--- src/logic/sacs_cfg.svh ---
// timing, layout and code constants for the conversion sequencer
`ifndef SACS_CFG_SVH
`define SACS_CFG_SVH

// core clock period in ns (100 MHz)
`define SACS_CLK_PERIOD_NS 10
// longest conversion time in ns
`define SACS_CONV_TIME_NS 1400
// conversion length in core cycles, a longest time so it rounds down
`define SACS_CONV_CYC (`SACS_CONV_TIME_NS / `SACS_CLK_PERIOD_NS)
// result resolution in bits
`define SACS_RES_BITS 16
// cycles spent on each successive-approximation step
`define SACS_SAR_STEP_CYC (`SACS_CONV_CYC / `SACS_RES_BITS)
// width of the conversion and step counters
`define SACS_CNT_W 8

// result fifo geometry
`define SACS_FIFO_WIDTH 16
`define SACS_FIFO_DEPTH 32

// straight binary codes: zero, midscale, full scale
`define SACS_CODE_ZERO 16'h0000
`define SACS_CODE_MID 16'h8000
`define SACS_CODE_FULL 16'hffff

// level of the busy indicator bit
`define SACS_BUSY_LEVEL 1'b0
// frame lengths in falling serial clock edges
`define SACS_FRAME_BUSY 5'h11
`define SACS_FRAME_PLAIN 5'h10

// index of each host pin inside the pin vector
`define SACS_PIN_SCLK 0
`define SACS_PIN_SDI 1
`define SACS_PIN_CONV 2

`endif

--- src/logic/sacs_pkg.sv ---
// types shared by the conversion sequencer files
package sacs_pkg;

    // sequencer states, gray coded along acquire -> convert -> store
    typedef enum logic [1:0] {
        SEQ_ACQ = 2'b00,
        SEQ_CONV = 2'b01,
        SEQ_STORE = 2'b11
    } sacs_seq_t;

    // interface option latched per conversion
    typedef struct packed {
        logic chain;
        logic busy;
    } sacs_mode_t;

    // host pins, one bit each
    typedef struct packed {
        logic convStart;
        logic dataIn;
        logic sclk;
    } sacs_pins_t;

endpackage

--- src/logic/sacs_fifo.sv ---
// result fifo with valid/ready on both sides
`timescale 1ns/1ps
module sacs_fifo #(
    parameter int WIDTH = 16,
    parameter int DEPTH = 32
) (
    // clock and reset
    input wire logic core_clk,
    input wire logic arst_n,
    // fill side
    input wire logic inValid,
    output logic inReady,
    input wire logic [WIDTH-1:0] inData,
    // drain side
    output logic outValid,
    input wire logic outReady,
    output logic [WIDTH-1:0] outData
);

    localparam int AW = $clog2(DEPTH);

    logic [AW-1:0] wrPtr_ff; // next slot to write
    logic [AW-1:0] rdPtr_ff; // head slot
    logic [AW:0] count_ff; // words visible to the drain side
    logic wrPend_ff; // word written last cycle, not yet counted
    logic [AW:0] used; // slots taken including the pending one
    logic [AW-1:0] rdAddr; // address fed to the registered read
    logic push;
    logic pop;

    // a write is only counted one cycle later, when the registered read can see it
    assign used = count_ff + (AW + 1)'(wrPend_ff);
    assign inReady = used < (AW + 1)'(DEPTH);
    assign outValid = count_ff != '0;
    assign push = inValid & inReady;
    assign pop = outValid & outReady;
    // read ahead so that the new head is in the data register after a pop
    assign rdAddr = pop ? rdPtr_ff + 1'b1 : rdPtr_ff;

    // pointers
    always_ff @(posedge core_clk or negedge arst_n) begin
        if (!arst_n) begin
            wrPtr_ff <= '0;
            rdPtr_ff <= '0;
        end else begin
            if (push) begin
                wrPtr_ff <= wrPtr_ff + 1'b1;
            end
            if (pop) begin
                rdPtr_ff <= rdPtr_ff + 1'b1;
            end
        end
    end

    // occupancy
    always_ff @(posedge core_clk or negedge arst_n) begin
        if (!arst_n) begin
            count_ff <= '0;
            wrPend_ff <= 1'b0;
        end else begin
            wrPend_ff <= push;
            count_ff <= count_ff + (AW + 1)'(wrPend_ff) - (AW + 1)'(pop);
        end
    end

    sacs_ram #(
        .WIDTH(WIDTH),
        .DEPTH(DEPTH)
    ) uRam (
        .core_clk(core_clk),
        .wrEn(push),
        .wrAddr(wrPtr_ff),
        .wrData(inData),
        .rdAddr(rdAddr),
        .rdData(outData)
    );

endmodule

--- src/logic/sacs_ram.sv ---
// small dual-port word memory with registered read data
`timescale 1ns/1ps
module sacs_ram #(
    parameter int WIDTH = 16,
    parameter int DEPTH = 32
) (
    // clock
    input wire logic core_clk,
    // write port
    input wire logic wrEn,
    input wire logic [$clog2(DEPTH)-1:0] wrAddr,
    input wire logic [WIDTH-1:0] wrData,
    // read port
    input wire logic [$clog2(DEPTH)-1:0] rdAddr,
    output logic [WIDTH-1:0] rdData
);

    logic [WIDTH-1:0] mem [DEPTH]; // storage, no reset needed

    // write port
    always_ff @(posedge core_clk) begin
        if (wrEn) begin
            mem[wrAddr] <= wrData;
        end
    end

    // read port, old data wins on a same-address collision
    always_ff @(posedge core_clk) begin
        rdData <= mem[rdAddr];
    end

endmodule

--- src/logic/sacs_sequencer.sv ---
// conversion sequencer and serial result port of the sar converter
//
// Behaviour
// fixed conversion time from internal timebase, 1400 ns
// sample at start, isolate inputs during conversion
// reconnect, power down, result readable in acquisition
// six options: 3/4-wire select, chain, busy
// busy options send one bit before result
// chain mode shifts data through like register
// host selects each converter by its own line
// data input high at start edge selects mode
// start edge samples and floats serial output
// msb on select, shift on falling clock, float
// straight binary result, midscale is 8000
// host keeps serial clock idle during conversion
`timescale 1ns/1ps
`include "sacs_cfg.svh"
module sacs_sequencer import sacs_pkg::*; (
    // clock and reset
    input wire logic core_clk,
    input wire logic arst_n,
    // host pins
    input wire logic convert_start,
    input wire logic serial_data_in,
    input wire logic serial_clk,
    output logic serial_data_out,
    output logic serial_data_out_oe,
    // capacitor array and comparator
    input wire logic comparatorHigh,
    output logic [`SACS_RES_BITS-1:0] dacTrial,
    output logic sampleConnect,
    output logic inputIsolate,
    output logic powerDown,
    output logic oscEnable,
    // status
    output logic convDone,
    output logic modeChain,
    output logic modeBusy
);

    localparam logic [`SACS_CNT_W-1:0] CONV_LAST = `SACS_CNT_W'(`SACS_CONV_CYC - 1);
    localparam logic [`SACS_CNT_W-1:0] STEP_LAST = `SACS_CNT_W'(`SACS_SAR_STEP_CYC - 1);

    // pin synchronisers and edges
    sacs_pins_t pinRaw; // pins as they arrive
    logic [2:0] rawVec; // same, as a vector
    logic [2:0] syncA_ff; // first stage, read only by the second
    logic [2:0] syncB_ff; // second stage
    logic [2:0] syncC_ff; // third stage
    logic [2:0] pinFilt_ff; // accepted level
    logic [2:0] pinPrev_ff; // accepted level one cycle back
    logic startRise; // convert_start rising
    logic sclkFall; // serial clock falling
    logic selNow; // converter selected for readout
    logic selPrev_ff; // selection one cycle back

    // sequencer
    sacs_seq_t seq_ff; // sequencer state
    logic [`SACS_CNT_W-1:0] convCnt_ff; // cycles into the conversion
    logic [`SACS_CNT_W-1:0] stepCnt_ff; // cycles into the current bit trial
    logic [`SACS_RES_BITS-1:0] sarCode_ff; // code under trial / final code
    logic [`SACS_RES_BITS-1:0] trialBit_ff; // one-hot bit under trial
    sacs_mode_t mode_ff; // interface option of this conversion
    logic convDone_ff; // pulse when the result is stored

    // result fifo
    logic fifoInReady;
    logic fifoOutValid;
    logic [`SACS_FIFO_WIDTH-1:0] fifoOutData;
    logic pushDone; // result accepted this cycle
    logic popNow; // head loaded into the shifter this cycle

    // serial shifter
    logic [`SACS_RES_BITS:0] shReg_ff; // bit 16 drives the output
    logic [4:0] bitsLeft_ff; // falling edges left in the frame
    logic sdoOe_ff; // output driven
    logic loadPend_ff; // waiting for the head word
    logic pendBusy_ff; // pending frame carries the busy bit

    // three flip-flops per pin; a change counts once stages two and three agree
    assign pinRaw = '{convStart: convert_start, dataIn: serial_data_in, sclk: serial_clk};
    assign rawVec = pinRaw;
    for (genvar g = 0; g < 3; g++) begin : gSync
        always_ff @(posedge core_clk or negedge arst_n) begin
            if (!arst_n) begin
                syncA_ff[g] <= 1'b0;
                syncB_ff[g] <= 1'b0;
                syncC_ff[g] <= 1'b0;
                pinFilt_ff[g] <= 1'b0;
                pinPrev_ff[g] <= 1'b0;
            end else begin
                syncA_ff[g] <= rawVec[g];
                syncB_ff[g] <= syncA_ff[g];
                syncC_ff[g] <= syncB_ff[g];
                // glitch of one sample never reaches the edge detectors
                if (syncB_ff[g] == syncC_ff[g]) begin
                    pinFilt_ff[g] <= syncB_ff[g];
                end
                pinPrev_ff[g] <= pinFilt_ff[g];
            end
        end
    end

    // edges of the accepted levels
    assign startRise = pinFilt_ff[`SACS_PIN_CONV] & ~pinPrev_ff[`SACS_PIN_CONV];
    assign sclkFall = ~pinFilt_ff[`SACS_PIN_SCLK] & pinPrev_ff[`SACS_PIN_SCLK];

    // chain mode selects with convert_start low; select mode with either line low,
    // since 3-wire ties the data input high and 4-wire keeps convert_start high
    always_comb begin
        if (mode_ff.chain) begin
            selNow = ~pinFilt_ff[`SACS_PIN_CONV];
        end else begin
            selNow = ~(pinFilt_ff[`SACS_PIN_CONV] & pinFilt_ff[`SACS_PIN_SDI]);
        end
    end

    // sequencer state; starts are ignored until the result is stored
    always_ff @(posedge core_clk or negedge arst_n) begin
        if (!arst_n) begin
            seq_ff <= SEQ_ACQ;
        end else begin
            case (seq_ff)
                SEQ_ACQ: begin
                    if (startRise) begin
                        seq_ff <= SEQ_CONV;
                    end
                end
                SEQ_CONV: begin
                    // length set by the internal timebase only
                    if (convCnt_ff == CONV_LAST) begin
                        seq_ff <= SEQ_STORE;
                    end
                end
                SEQ_STORE: begin
                    // a full fifo holds the sequencer here and refuses new starts
                    if (fifoInReady) begin
                        seq_ff <= SEQ_ACQ;
                    end
                end
                default: begin
                    seq_ff <= SEQ_ACQ;
                end
            endcase
        end
    end

    // conversion timebase, cleared outside conversion
    always_ff @(posedge core_clk or negedge arst_n) begin
        if (!arst_n) begin
            convCnt_ff <= '0;
            stepCnt_ff <= '0;
        end else if (seq_ff != SEQ_CONV) begin
            convCnt_ff <= '0;
            stepCnt_ff <= '0;
        end else begin
            convCnt_ff <= convCnt_ff + 1'b1;
            if (stepCnt_ff == STEP_LAST) begin
                stepCnt_ff <= '0;
            end else begin
                stepCnt_ff <= stepCnt_ff + 1'b1;
            end
        end
    end

    // successive approximation, msb first, starting at midscale
    always_ff @(posedge core_clk or negedge arst_n) begin
        if (!arst_n) begin
            sarCode_ff <= `SACS_CODE_ZERO;
            trialBit_ff <= `SACS_CODE_ZERO;
        end else if (seq_ff == SEQ_ACQ && startRise) begin
            sarCode_ff <= `SACS_CODE_MID;
            trialBit_ff <= `SACS_CODE_MID;
        end else if (seq_ff == SEQ_CONV && stepCnt_ff == STEP_LAST && trialBit_ff != '0) begin
            // keep the trial bit when the input is at or above the trial level
            if (comparatorHigh) begin
                sarCode_ff <= sarCode_ff | (trialBit_ff >> 1);
            end else begin
                sarCode_ff <= (sarCode_ff & ~trialBit_ff) | (trialBit_ff >> 1);
            end
            trialBit_ff <= trialBit_ff >> 1;
        end
    end

    // interface option: chain latched at the start edge, busy at the end
    always_ff @(posedge core_clk or negedge arst_n) begin
        if (!arst_n) begin
            mode_ff <= '0;
        end else if (seq_ff == SEQ_ACQ && startRise) begin
            mode_ff.chain <= ~pinFilt_ff[`SACS_PIN_SDI];
        end else if (pushDone) begin
            mode_ff.busy <= selNow;
        end
    end

    // result store pulse
    always_ff @(posedge core_clk or negedge arst_n) begin
        if (!arst_n) begin
            convDone_ff <= 1'b0;
        end else begin
            convDone_ff <= pushDone;
        end
    end

    assign pushDone = (seq_ff == SEQ_STORE) && fifoInReady;

    // results wait here; readout takes the oldest unread one
    sacs_fifo #(
        .WIDTH(`SACS_FIFO_WIDTH),
        .DEPTH(`SACS_FIFO_DEPTH)
    ) uFifo (
        .core_clk(core_clk),
        .arst_n(arst_n),
        .inValid(seq_ff == SEQ_STORE),
        .inReady(fifoInReady),
        .inData(sarCode_ff),
        .outValid(fifoOutValid),
        .outReady(popNow),
        .outData(fifoOutData)
    );

    // head is taken only in the shifter branch that loads it, same priority
    assign popNow = !startRise && !pushDone && seq_ff == SEQ_ACQ && selNow
        && loadPend_ff && fifoOutValid;

    // selection history for the select edge
    always_ff @(posedge core_clk or negedge arst_n) begin
        if (!arst_n) begin
            selPrev_ff <= 1'b0;
        end else begin
            selPrev_ff <= selNow;
        end
    end

    // serial shifter; clock edges during conversion are ignored
    always_ff @(posedge core_clk or negedge arst_n) begin
        if (!arst_n) begin
            shReg_ff <= '0;
            bitsLeft_ff <= '0;
            sdoOe_ff <= 1'b0;
            loadPend_ff <= 1'b0;
            pendBusy_ff <= 1'b0;
        end else if (startRise) begin
            // new conversion floats the output and drops any open frame
            sdoOe_ff <= 1'b0;
            loadPend_ff <= 1'b0;
        end else if (pushDone) begin
            // still selected at the end: busy bit goes out at once
            if (selNow) begin
                shReg_ff <= {`SACS_BUSY_LEVEL, `SACS_CODE_ZERO};
                sdoOe_ff <= 1'b1;
                loadPend_ff <= 1'b1;
                pendBusy_ff <= 1'b1;
            end
        end else if (seq_ff != SEQ_ACQ) begin
            sdoOe_ff <= 1'b0;
        end else if (!selNow) begin
            // deselect ends the frame in every option
            sdoOe_ff <= 1'b0;
            loadPend_ff <= 1'b0;
        end else if (selNow && !selPrev_ff && !sdoOe_ff) begin
            loadPend_ff <= 1'b1;
            pendBusy_ff <= 1'b0;
        end else if (popNow) begin
            // keep the busy bit in front when the frame carries one
            if (pendBusy_ff) begin
                shReg_ff <= {`SACS_BUSY_LEVEL, fifoOutData};
                bitsLeft_ff <= `SACS_FRAME_BUSY;
            end else begin
                shReg_ff <= {fifoOutData, 1'b0};
                bitsLeft_ff <= `SACS_FRAME_PLAIN;
            end
            sdoOe_ff <= 1'b1;
            loadPend_ff <= 1'b0;
        end else if (sclkFall && sdoOe_ff && !loadPend_ff) begin
            // chain mode passes the upstream data in behind our bits; a plain frame
            // shifts only the upper 16 bits, so its pad bit never reaches the pin
            if (pendBusy_ff) begin
                shReg_ff <= {shReg_ff[`SACS_RES_BITS-1:0], pinFilt_ff[`SACS_PIN_SDI]};
            end else begin
                shReg_ff <= {shReg_ff[`SACS_RES_BITS-1:1], pinFilt_ff[`SACS_PIN_SDI],
                    1'b0};
            end
            if (!mode_ff.chain) begin
                bitsLeft_ff <= bitsLeft_ff - 1'b1;
                if (bitsLeft_ff == 5'h01) begin
                    sdoOe_ff <= 1'b0;
                end
            end
        end
    end

    // pin side of the shifter
    assign serial_data_out = shReg_ff[`SACS_RES_BITS];
    assign serial_data_out_oe = sdoOe_ff;

    // analog control: sample at start, hold isolated through the conversion,
    // then reconnect and sleep; the oscillator runs only while converting
    assign inputIsolate = seq_ff == SEQ_CONV;
    assign sampleConnect = seq_ff != SEQ_CONV;
    assign powerDown = seq_ff != SEQ_CONV;
    assign oscEnable = seq_ff == SEQ_CONV;
    assign dacTrial = sarCode_ff;

    // status
    assign convDone = convDone_ff;
    assign modeChain = mode_ff.chain;
    assign modeBusy = mode_ff.busy;

endmodule
--- config.mk ---
export PLATFORM = sky130hd
export DESIGN_NAME = sacs_sequencer
export DESIGN_NICKNAME = d
export VERILOG_FILES = /design/src/logic/sacs_pkg.sv /design/src/logic/sacs_fifo.sv /design/src/logic/sacs_ram.sv /design/src/logic/sacs_sequencer.sv
export VERILOG_INCLUDE_DIRS = /design/src /design/src/logic
export SDC_FILE = /design/constraint.sdc
export NUM_CORES = 1
export LEC_CHECK = 0
export BUFFER_PORTS_ARGS = -buffer_cell sky130_fd_sc_hd__buf_4
export CAP_MARGIN = 20
export CORE_MARGIN = 4
export CORE_UTILIZATION = 32
export DETAILED_ROUTE_END_ITERATION = 8
export REMOVE_ABC_BUFFERS = 1
export SETUP_SLACK_MARGIN = 0.4
export SYNTH_ARGS = -nofsm -noshare
export SYNTH_HDL_FRONTEND = slang
export SYNTH_SLANG_ARGS = --single-unit
export TNS_END_PERCENT = 20
--- constraint.sdc ---
create_clock -name core_clk -period 5 [get_ports core_clk]
set_input_delay 1 -clock core_clk [delete_from_list [all_inputs] [get_ports core_clk]]
set_output_delay 1 -clock core_clk [all_outputs]
set_load 0.01 [all_outputs]
==> run metrics, run 1 <==
final period utilization 0.811; final clock skew 0.0298 ns; Register Area 0.0184 sq mm; Port Buffer Count 30; share of the synthesized area in the top cell type 0.530; vias in the first global route 21000; initial antenna violation count 3; die width 309 microns; core area 0.0900 sq mm; most common cell after layout, fill and taps aside edfxtp_1; status finished clean; post-synthesis sequential area ratio 0.635; n_diodes 0; H-tree Lvls 3; PostCTS Resize Cnt 0; Worst-path clk slew 0.06 ns; CTS tree done; # Post-CTS Setup Buffers 0; crit path max fanout 26; Routed WL 89600 microns; Yosys cell types 68; crit path kind reg -> reg; die span in y 309 microns; Tmin final 4.05 ns; # IOs 31; fmax 0.247 GHz; final core utilization 0.369; pwr dens 349 mW/mm^2; RSZ-0062 raised after global routing no; Synth async-reset ratio 0.171; Data required, critical path 5.45 ns; layout cell share with drive strength beyond 1 0.165; YS warnings 0; Max IR drop VDD 225 uV; Post-Syn Area 0.0290 sq mm; first-pass GRT wire length 133000 microns; clk_lat worst skew 0.61 ns; post-DR vias/cell 5.84; worst path arrival time 4.50 ns; initial DRC count 2325; Initial Util 0.322; ys flop type edfxtp_1; # clock sinks 637; DPL Wire Length 51200 microns; Net count, final 2303; Num CTS Buffers 68; commonest cells after routing, fill and taps aside edfxtp_1, o22ai_1, nor2_1, nor3_1, buf_4; first-pass detailed-route iteration total 6; root buf cell clkbuf_16; area of the multi-input gates 0.00980 sq mm; Startpoint Class flop; HP Class in -> async; fillers 8568; Gate Count Post-Synth 2254; grt ovf 0; slew margin rel. 0.237; Post-synth EDFFs 512; Post-DRT Antenna Nets 0; Die ar. 0.0955 sq mm; Area Overhead vs Synth 14.4%; largest net degree at the start of global routing 128; DR WL/cell 25.5 microns; syn avg cell area 12.9 sq um; Vias 20500; Yosys top cell by area edfxtp_1; leading cell types by total area after synthesis edfxtp_1, dfrtp_1, mux2_2, mux2i_1, o22ai_1; Final Max Slew Viols 0; endpoints failing hold 0; worst slew pin tran 1.14 ns; DRC errors left 0; FP Rows 110; Pwr Total 11.6 mW; P_leak 10.8 nW; final setup fails 0; clk buf depth 3; number of max-cap violations 0; GRT Util Overall 0.183; CTS hold repair buffers 0; routability cong. 0.870; Yosys reg bits 637; Crit. End Element flop
worst paths after layout:
| check | startpoint | cells past startpoint | slack [ns] | to |
|---|---|---|---|---|
| max | pinFilt_ff[1] | 8 | 0.95 | uFifo.uRam.rdData[14] |
| min | arst_n | 1 | 0.35 | dacTrial[15] |
| max reg2reg | pinFilt_ff[1] | 8 | 0.95 | uFifo.uRam.rdData[14] |
| min reg2reg | syncA_ff[2] | 0 | 0.35 | syncB_ff[2] |
| max in group asynchronous | arst_n | 2 | 3.62 | dacTrial[6] |
| min in group core_clk | syncA_ff[2] | 0 | 0.35 | syncB_ff[2] |
registers in the layout, summed over array words and instances (netlist names), 6 cells and up:
register and cells:
convCnt_ff 8, dacTrial 16, shReg_ff 17, stepCnt_ff 8, trialBit_ff 16, uFifo.count_ff 6, uFifo.uRam.mem 512, uFifo.uRam.rdData 16
layer usage:
metal / track usage / share of wire / up-vias
met4: 0.0844 / 0.042 / 2
met1: 0.233 / 0.40 / 10300
met3: 0.0365 / 0.088 / 213
li1: - / - / 8933
met5: 0 / 0.00011 / -
met2: 0.302 / 0.47 / 1039
where the power goes:
part	internal [mW]	total [mW]	switching, mW
clock	2.98	5.07	2.09
combinational	0.152	0.498	0.347
sequential	5.92	6.03	0.113
total	9.05	11.6	2.55
per-stage QoR:
| step | TNS (ns) | worst slack, ns | hold WS [ns] | area [sq um] | std cells |
|---|---|---|---|---|---|
| floorplan | -162.35 | -7.40 | 0.331 | 28200 | 2074 |
| global route | 0 | 0.813 | 0.358 | 33200 | 3511 |
| CTS | 0 | 0.964 | 0.351 | 33200 | 3508 |
| global placement | 0 | 1.10 | 0.333 | 30900 | 3387 |
| detailed placement | 0 | 1.05 | 0.340 | 30900 | 3387 |
| finish | 0 | 0.947 | 0.347 | 33200 | 3511 |
logic make-up after synthesis:
logic type / after synthesis / synth area share
compound gates: 558 / 0.137
buf+inv: 200 / 0.0298
mux: 241 / 0.0886
simple gates: 573 / 0.0942
xor+xnor: 29 / 0.00902
flops: 637 / 0.635
fa+ha+maj: 16 / 0.00664
critical path: stages (launching register included):
cell and delay [ns]:
dfrtp_1 0.44, or3b_1 0.46, a21boi_2 0.47, and4_4 0.38, or3b_2 0.88, buf_12 0.30, o31ai_1 0.10, nor3_1 0.71
nor4_2 0.11
cell type report:
class | count | area share
inverter | 20 | 0.00241
clock inverter | 27 | 0.00935
clock buffer | 94 | 0.0573
sequential | 637 | 0.555
multi-input combinational | 1417 | 0.295
tap | 1176 | 0.0443
timing repair buffer | 140 | 0.0364
Yosys cell counts (18+ instances only):
cell / count
a211oi_1: 72
a21oi_1: 57
buf_2: 59
clkbuf_1: 99
dfrtp_1: 109
edfxtp_1: 512
inv_1: 18
mux2_2: 116
mux2i_1: 124
nand2_1: 107
nand3_1: 25
nor2_1: 173
nor2b_1: 41
nor3_1: 134
nor4_1: 21
o211ai_1: 29
o21ai_0: 41
o221ai_1: 45
o22ai_1: 186
or3_1: 33
No activity file was read; power rests on OpenSTA's default activity.
==> inputs of run 2 (changes only) <==
- ABC_AREA: not set -> 1
- clock period: 5 -> 4 ns (I/O delays scaled with it)
==> run 2 against run 1 <==
Sequential power is 32% higher. Die area down 3.4%. Register-to-register slack lost 0.02 ns. Critical path type unchanged. Worst hold slack got worse by 0.21 ns. Clock power grew 26%. Clock-buffer cell count fell by 8. Critical endpoint is now uFifo.uRam.rdData[11].
==> run metrics, run 2 <==
clk buf depth 3 (unchanged); final setup fails 0 (unchanged); die span in y 304 microns (-1.7%); fmax 0.325 GHz (+32%); Max IR drop VDD 269 uV (+19%); final clock skew 0.0479 ns (+0.0181 ns); Yosys cell types 41 (-40%); H-tree Lvls 3 (unchanged); worst path arrival time 3.56 ns (-0.94 ns); GRT Util Overall 0.158 (-0.0252); Vias 18900 (-8.0%); RSZ-0062 raised after global routing no; CTS tree done; Initial Util 0.323 (+0.000565); Seq pwr share 0.514 (-0.006); initial antenna violation count 0 (-3); final core utilization 0.371 (+0.00184); Net count, final 2646 (+15%); DR WL/cell 19.2 microns (-25%); top flop regs uFifo.uRam.mem: 512 flops, shReg_ff: 17 flops; Die ar. 0.0923 sq mm (-3.4%); number of max-cap violations 0 (unchanged); Placed Cells 3710 (+9.5%); # Post-CTS Setup Buffers 0 (unchanged); core area 0.0868 sq mm (-3.6%); area of the multi-input gates 0.00755 sq mm (-23%); post-synthesis sequential area ratio 0.658 (+0.0227); Net Switching 3.68 mW (+45%); Tmin final 3.08 ns (-0.977 ns); Num CTS Buffers 68 (unchanged); CTS hold repair buffers 0 (unchanged); # clock sinks 637 (unchanged); Most flops, register uFifo.uRam.mem; status finished clean; Post-Syn Area 0.0280 sq mm (-3.5%); Clk pwr share 0.415 (-0.022); # IOs 31 (unchanged); endpoints failing hold 0 (unchanged); worst slew pin tran 1.03 ns (-0.113 ns); Data required, critical path 4.48 ns (-0.97 ns); most common cell after layout, fill and taps aside nand3_1; placed cell areas 0.0298 sq mm (-3.6%); max reg flops 512 (unchanged); Port Buffer Count 30 (unchanged); n_diodes 0 (unchanged); DRC errors left 0 (unchanged); crit path kind reg -> reg; PostCTS Resize Cnt 0 (unchanged); fillers 8457 (-1.3%); Yosys reg bits 637 (unchanged); die width 304 microns (-1.7%); syn avg cell area 10.8 sq um (-16%); vias in the first global route 18500 (-12%); ys flop type edfxtp_1; commonest cells after routing, fill and taps aside nand3_1, edfxtp_1, nand2_1, inv_1, nand3b_1; Crit. End Element flop; synth cell count leaders nand3_1, edfxtp_1, nand2_1, inv_1, nand3b_1; largest net degree at the start of global routing 188 (+47%); Design Area, Final 0.0322 sq mm (-3.1%); slew margin rel. 0.313 (+0.0756); internal power 11.7 mW (+30%); final period utilization 0.769 (-0.0417); first-pass GRT wire length 114000 microns (-14%); Synth async-reset ratio 0.171 (unchanged); post-DR vias/cell 4.91 (-16%); share of the synthesized area in the top cell type 0.549 (+0.0189); Area Overhead vs Synth 14.8%; routability cong. 0.785 (-9.9%); layout cell share with drive strength beyond 1 0.0988 (-0.0665); FP Rows 108 (-1.8%); clk_lat worst skew 0.63 ns (+0.02 ns); Startpoint Class flop; Register Area 0.0184 sq mm (about the same); worst setup margin 0.924 ns (-0.0227 ns); Comb power frac 0.071 (+0.028); leading cell types by total area after synthesis edfxtp_1, dfrtp_1, nand3_1, nand2_1, nand3b_1; DPL Wire Length 42100 microns (-18%); Final Max Slew Viols 0 (unchanged); first-pass detailed-route iteration total 7 (+1); Post-DRT Antenna Nets 0 (unchanged); top-count cell post-synth nand3_1; YS warnings 0 (unchanged); Post-synth EDFFs 512 (unchanged); Worst-path clk slew 0.06 ns (about the same); root buf cell clkbuf_16; pwr dens 480 mW/mm^2 (+37%); initial DRC count 1847 (-21%); Net Sw Frac 0.239 (+0.0190); fin cells 3838 (+9.3%); pre-CTS WS 0.907 ns (-0.145 ns); HP Class in -> async; Yosys top cell by area edfxtp_1; grt ovf 0 (unchanged); crit path max fanout 187 (+620%); Gate Count Post-Synth 2598 (+15%); Routed WL 73800 microns (-18%); P_leak 13.0 nW (+20%)
==> run 2: cell count changes after synthesis, sizes merged, moves of 57 or more <==
cell	before	now
nor2	173	72
inv	19	379
nand3b	3	208
nand3	26	532
mux2	116	0
mux2i	124	0
nor3	136	9
o22ai	186	29
a211oi	80	0
clkbuf	99	42
nand2	107	433
==> run 2: power groups by stage <==
stage | clock network (mW) | registers [mW] | logic, mW
global route | 6.85 | 7.95 | 1.21
finish | 6.41 | 7.93 | 1.09
floorplan | 0 | 8.22 | 0.272
detailed placement | 0 | 8.07 | 1.11
CTS | 6.54 | 7.93 | 1.11
global placement | 0 | 8.07 | 1.09
==> run 2: kinds of logic after synthesis <==
kind of cell    after synthesis  share of synthesized area
simple gates               1286                      0.230
buf+inv                     538                     0.0776
flops                       637                      0.658
xor+xnor                     15                    0.00523
compound gates              106                     0.0224
fa+ha+maj                    16                    0.00688
==> run 2: path summary, 6_finish.rpt <==
kind	from	end	slack (ns)	depth (start not counted)
max	pinFilt_ff[1]	uFifo.uRam.rdData[11]	0.92	13
min	arst_n	syncA_ff[0]	0.14	1
max reg2reg	pinFilt_ff[1]	uFifo.uRam.rdData[11]	0.92	13
min reg2reg	syncA_ff[0]	syncB_ff[0]	0.35	0
max in group asynchronous	arst_n	trialBit_ff[8]	2.99	3
min in group core_clk	serial_clk	syncA_ff[0]	0.31	1
==> run 2: critical path, stage by stage, from the launching register on <==
cell and delay, ns:
dfrtp_1 0.45, nor2_1 0.21, nor2_4 0.09, nor2_8 0.13
nand3_4 0.27, nand2_8 0.18, buf_12 0.54, nand3_1 0.14
nand3_1 0.14, nand3_1 0.15, nand3_1 0.14, nand2_1 0.07
nand2_1 0.08, nand2_1 0.09
==> run 2: through the flow <==
stage,total power [mW],hold slack [ns],setup TNS (ns)
after floorplan,8.49,0.331,-58.31
after global placement,9.16,0.332,0
after detailed placement,9.18,0.338,0
after CTS,15.6,0.283,0
after global routing,16.0,0.151,0
final,15.4,0.140,0
==> run 2: cell type report <==
| class | instances | area share |
|---|---|---|
| inverters | 381 | 0.0445 |
| flip-flops and latches | 637 | 0.573 |
| multi-input cells | 1423 | 0.235 |
| repair buffers | 116 | 0.0314 |
| clock buffers | 86 | 0.0582 |
| well taps | 1155 | 0.0449 |
| clock inverters | 40 | 0.0133 |
==> run 2: per-layer routing <==
| metal | wire, microns | up-vias | track usage |
|---|---|---|---|
| met1 | 33000 | 9280 | 0.220 |
| met5 | 0 | - | 0 |
| met2 | 35100 | 589 | 0.258 |
| li1 | - | 8904 | - |
| met4 | 1460 | 0 | 0.0458 |
| met3 | 4150 | 83 | 0.0223 |
==> inputs of run 3 (changes only) <==
- clock period: 4 -> 3.1 ns (I/O delays scaled with it)
==> run 3 against run 2 <==
Clock-buffer cell count down 1. Wire length up 4.4%. Combinational power is 29% higher. Final cell count up 1.2%. Sequential share of layout area decreased by 1.3 points. Largest cell class unchanged. Highest routed layer unchanged.
==> run metrics, run 3 (synthesis results as in run 2) <==
status finished clean; die span in y 304 microns (unchanged); grt ovf 0 (unchanged); GRT Util Overall 0.159 (+0.000820); Pwr Total 20.1 mW (+30%); core area 0.0868 sq mm (unchanged); routability cong. 0.809 (+3.1%); commonest cells after routing, fill and taps aside nand3_1, edfxtp_1, nand2_1, inv_1, nand3b_1; slew margin rel. 0.461 (+0.148); pwr dens 611 mW/mm^2 (+27%); initial DRC count 1813 (-1.8%); Most flops, register uFifo.uRam.mem; CTS tree done; DR WL/cell 19.8 microns (+3.2%); die width 304 microns (unchanged); Design Area, Final 0.0329 sq mm (+2.2%); P_leak 13.3 nW (+2.8%); endpoints failing hold 0 (unchanged); crit path max fanout 12 (-94%); layout cell share with drive strength beyond 1 0.117 (+0.0185); setup slack, reg-to-reg 0.48 ns (-0.44 ns); final setup fails 0 (unchanged); Area Overhead vs Synth 17.4%; Port Buffer Count 30 (unchanged); Data required, critical path 3.41 ns (-1.07 ns); fmax 0.382 GHz (+18%); post-DR vias/cell 4.96 (+0.86%); Startpoint Class flop; final core utilization 0.379 (+0.00828); FP Rows 108 (unchanged); Vias 19200 (+2.0%); most common cell after layout, fill and taps aside nand3_1; top flop regs uFifo.uRam.mem: 512 flops, shReg_ff: 17 flops; Max IR drop VDD 302 uV (+12%); Reg-to-Reg Start convDone; final clock skew 0.0448 ns (-0.00314 ns); first-pass detailed-route iteration total 5 (-2); root buf cell clkbuf_16; clk_lat worst skew 0.61 ns (-0.02 ns); Initial Util 0.323 (unchanged); Worst R2R Path Depth 10 (-3); Routed WL 77000 microns (+4.4%); final period utilization 0.844 (+0.0754); fillers 8431 (-0.31%); M3 GR Usage 0.0215 (-0.000766); M1 GR Usage 0.220 (-0.000513); n_diodes 0 (unchanged); global route hottest layer met2; max reg flops 512 (unchanged); first-pass GRT wire length 115000 microns (+0.28%); worst slew pin tran 0.809 ns (-0.222 ns); Die ar. 0.0923 sq mm (unchanged); initial antenna violation count 0 (unchanged); hold_ws 0.117 ns (-0.0233 ns); crit path from convDone; DPL Wire Length 45000 microns (+6.8%); Crit. End Element flop; H-tree Lvls 3 (unchanged); # clock sinks 637 (unchanged); placed cell areas 0.0302 sq mm (+1.4%); HP Class in -> async; reg2reg end uFifo.uRam.mem[14][15]; clk buf depth 3 (unchanged); Num CTS Buffers 68 (unchanged); Worst-path clk slew 0.06 ns (about the same); RSZ-0062 raised after global routing yes; Tmin final 2.62 ns (-0.458 ns); # IOs 31 (unchanged); Final Max Slew Viols 0 (unchanged); largest net degree at the start of global routing 108 (-43%); Net count, final 2693 (+1.8%); crit path kind reg -> reg; vias in the first global route 18400 (-0.16%); number of max-cap violations 0 (unchanged); Post-DRT Antenna Nets 0 (unchanged); DRC errors left 0 (unchanged); worst path arrival time 2.92 ns (-0.64 ns); GR Util met2 0.259 (+0.00111)
-- run 3: cell types whose count changed in the layout (fill, tap and decap cells not counted), moves of 3 or more --
| cell | delta |
|---|---|
| buf_4 | +24 |
| buf_12 | +12 |
| clkinv_1 | -7 |
| clkbuf_16 | +6 |
| buf_16 | +4 |
| clkinv_2 | +3 |
| inv_2 | -3 |
| inv_4 | +3 |
| inv_6 | +3 |
-- run 3: power breakdown --
part	leakage, nW	switching, mW	internal, mW
registers	6.19	0.274	9.99
clock network	1.14	3.44	4.98
logic	5.98	1.07	0.338
total	13.3	4.78	15.3
-- run 3: stage by stage --
stage | setup slack [ns] | setup TNS (ns) | instances
final | 0.482 | 0 | 3883
after global placement | 0.438 | 0 | 3740
after detailed placement | 0.443 | 0 | 3740
after global routing | 0.297 | 0 | 3883
after floorplan | -4.22 | -87.39 | 2441
after CTS | 0.426 | 0 | 3864
-- run 3: worst max-delay path: stages, from the launching register on --
cell and delay, ns:
dfrtp_1 0.39, ha_1 0.24, nand4_1 0.12, nor2_1 0.05
nand2_1 0.05, nand2_1 0.10, nor2_1 0.11, buf_4 0.22
nand2_1 0.30, nor2_2 0.51, buf_12 0.22
-- run 3: timing repair --
action                     in CTS  in global routing
resized for setup               0                 19
hold buffers                    0                  0
setup endpoints to repair       0                 58
buffers inserted                0                 13
-- run 3: worst max-delay path by stage --
stage	to	slack [ns]	cells after the start
4_1_cts	uFifo.uRam.rdData[2]	0.43	14
3_5_place_dp	uFifo.uRam.rdData[2]	0.44	14
2_1_floorplan	uFifo.uRam.rdData[10]	-4.22	13
6_report	uFifo.uRam.mem[14][15]	0.48	10
5_1_grt	uFifo.uRam.mem[14][15]	0.30	9
3_3_place_gp	uFifo.uRam.rdData[3]	0.44	13
-- run 3: area by class of cell --
class	instances	area, sq um	area share
clock buffer	85	1870	0.0568
clock inverter	39	445	0.0136
inverter	381	1440	0.0437
multi-input combinational	1424	7560	0.230
sequential	637	18400	0.560
tap	1155	1450	0.0440
timing repair buffer	162	1690	0.0513
-- run 3: metal layers --
metal,vias up,part of all wire,wire length (microns)
met3,108,0.062,4810
met4,0,0.025,1960
met2,644,0.47,36300
met1,9467,0.44,34000
met5,-,0,0
li1,9022,-,-
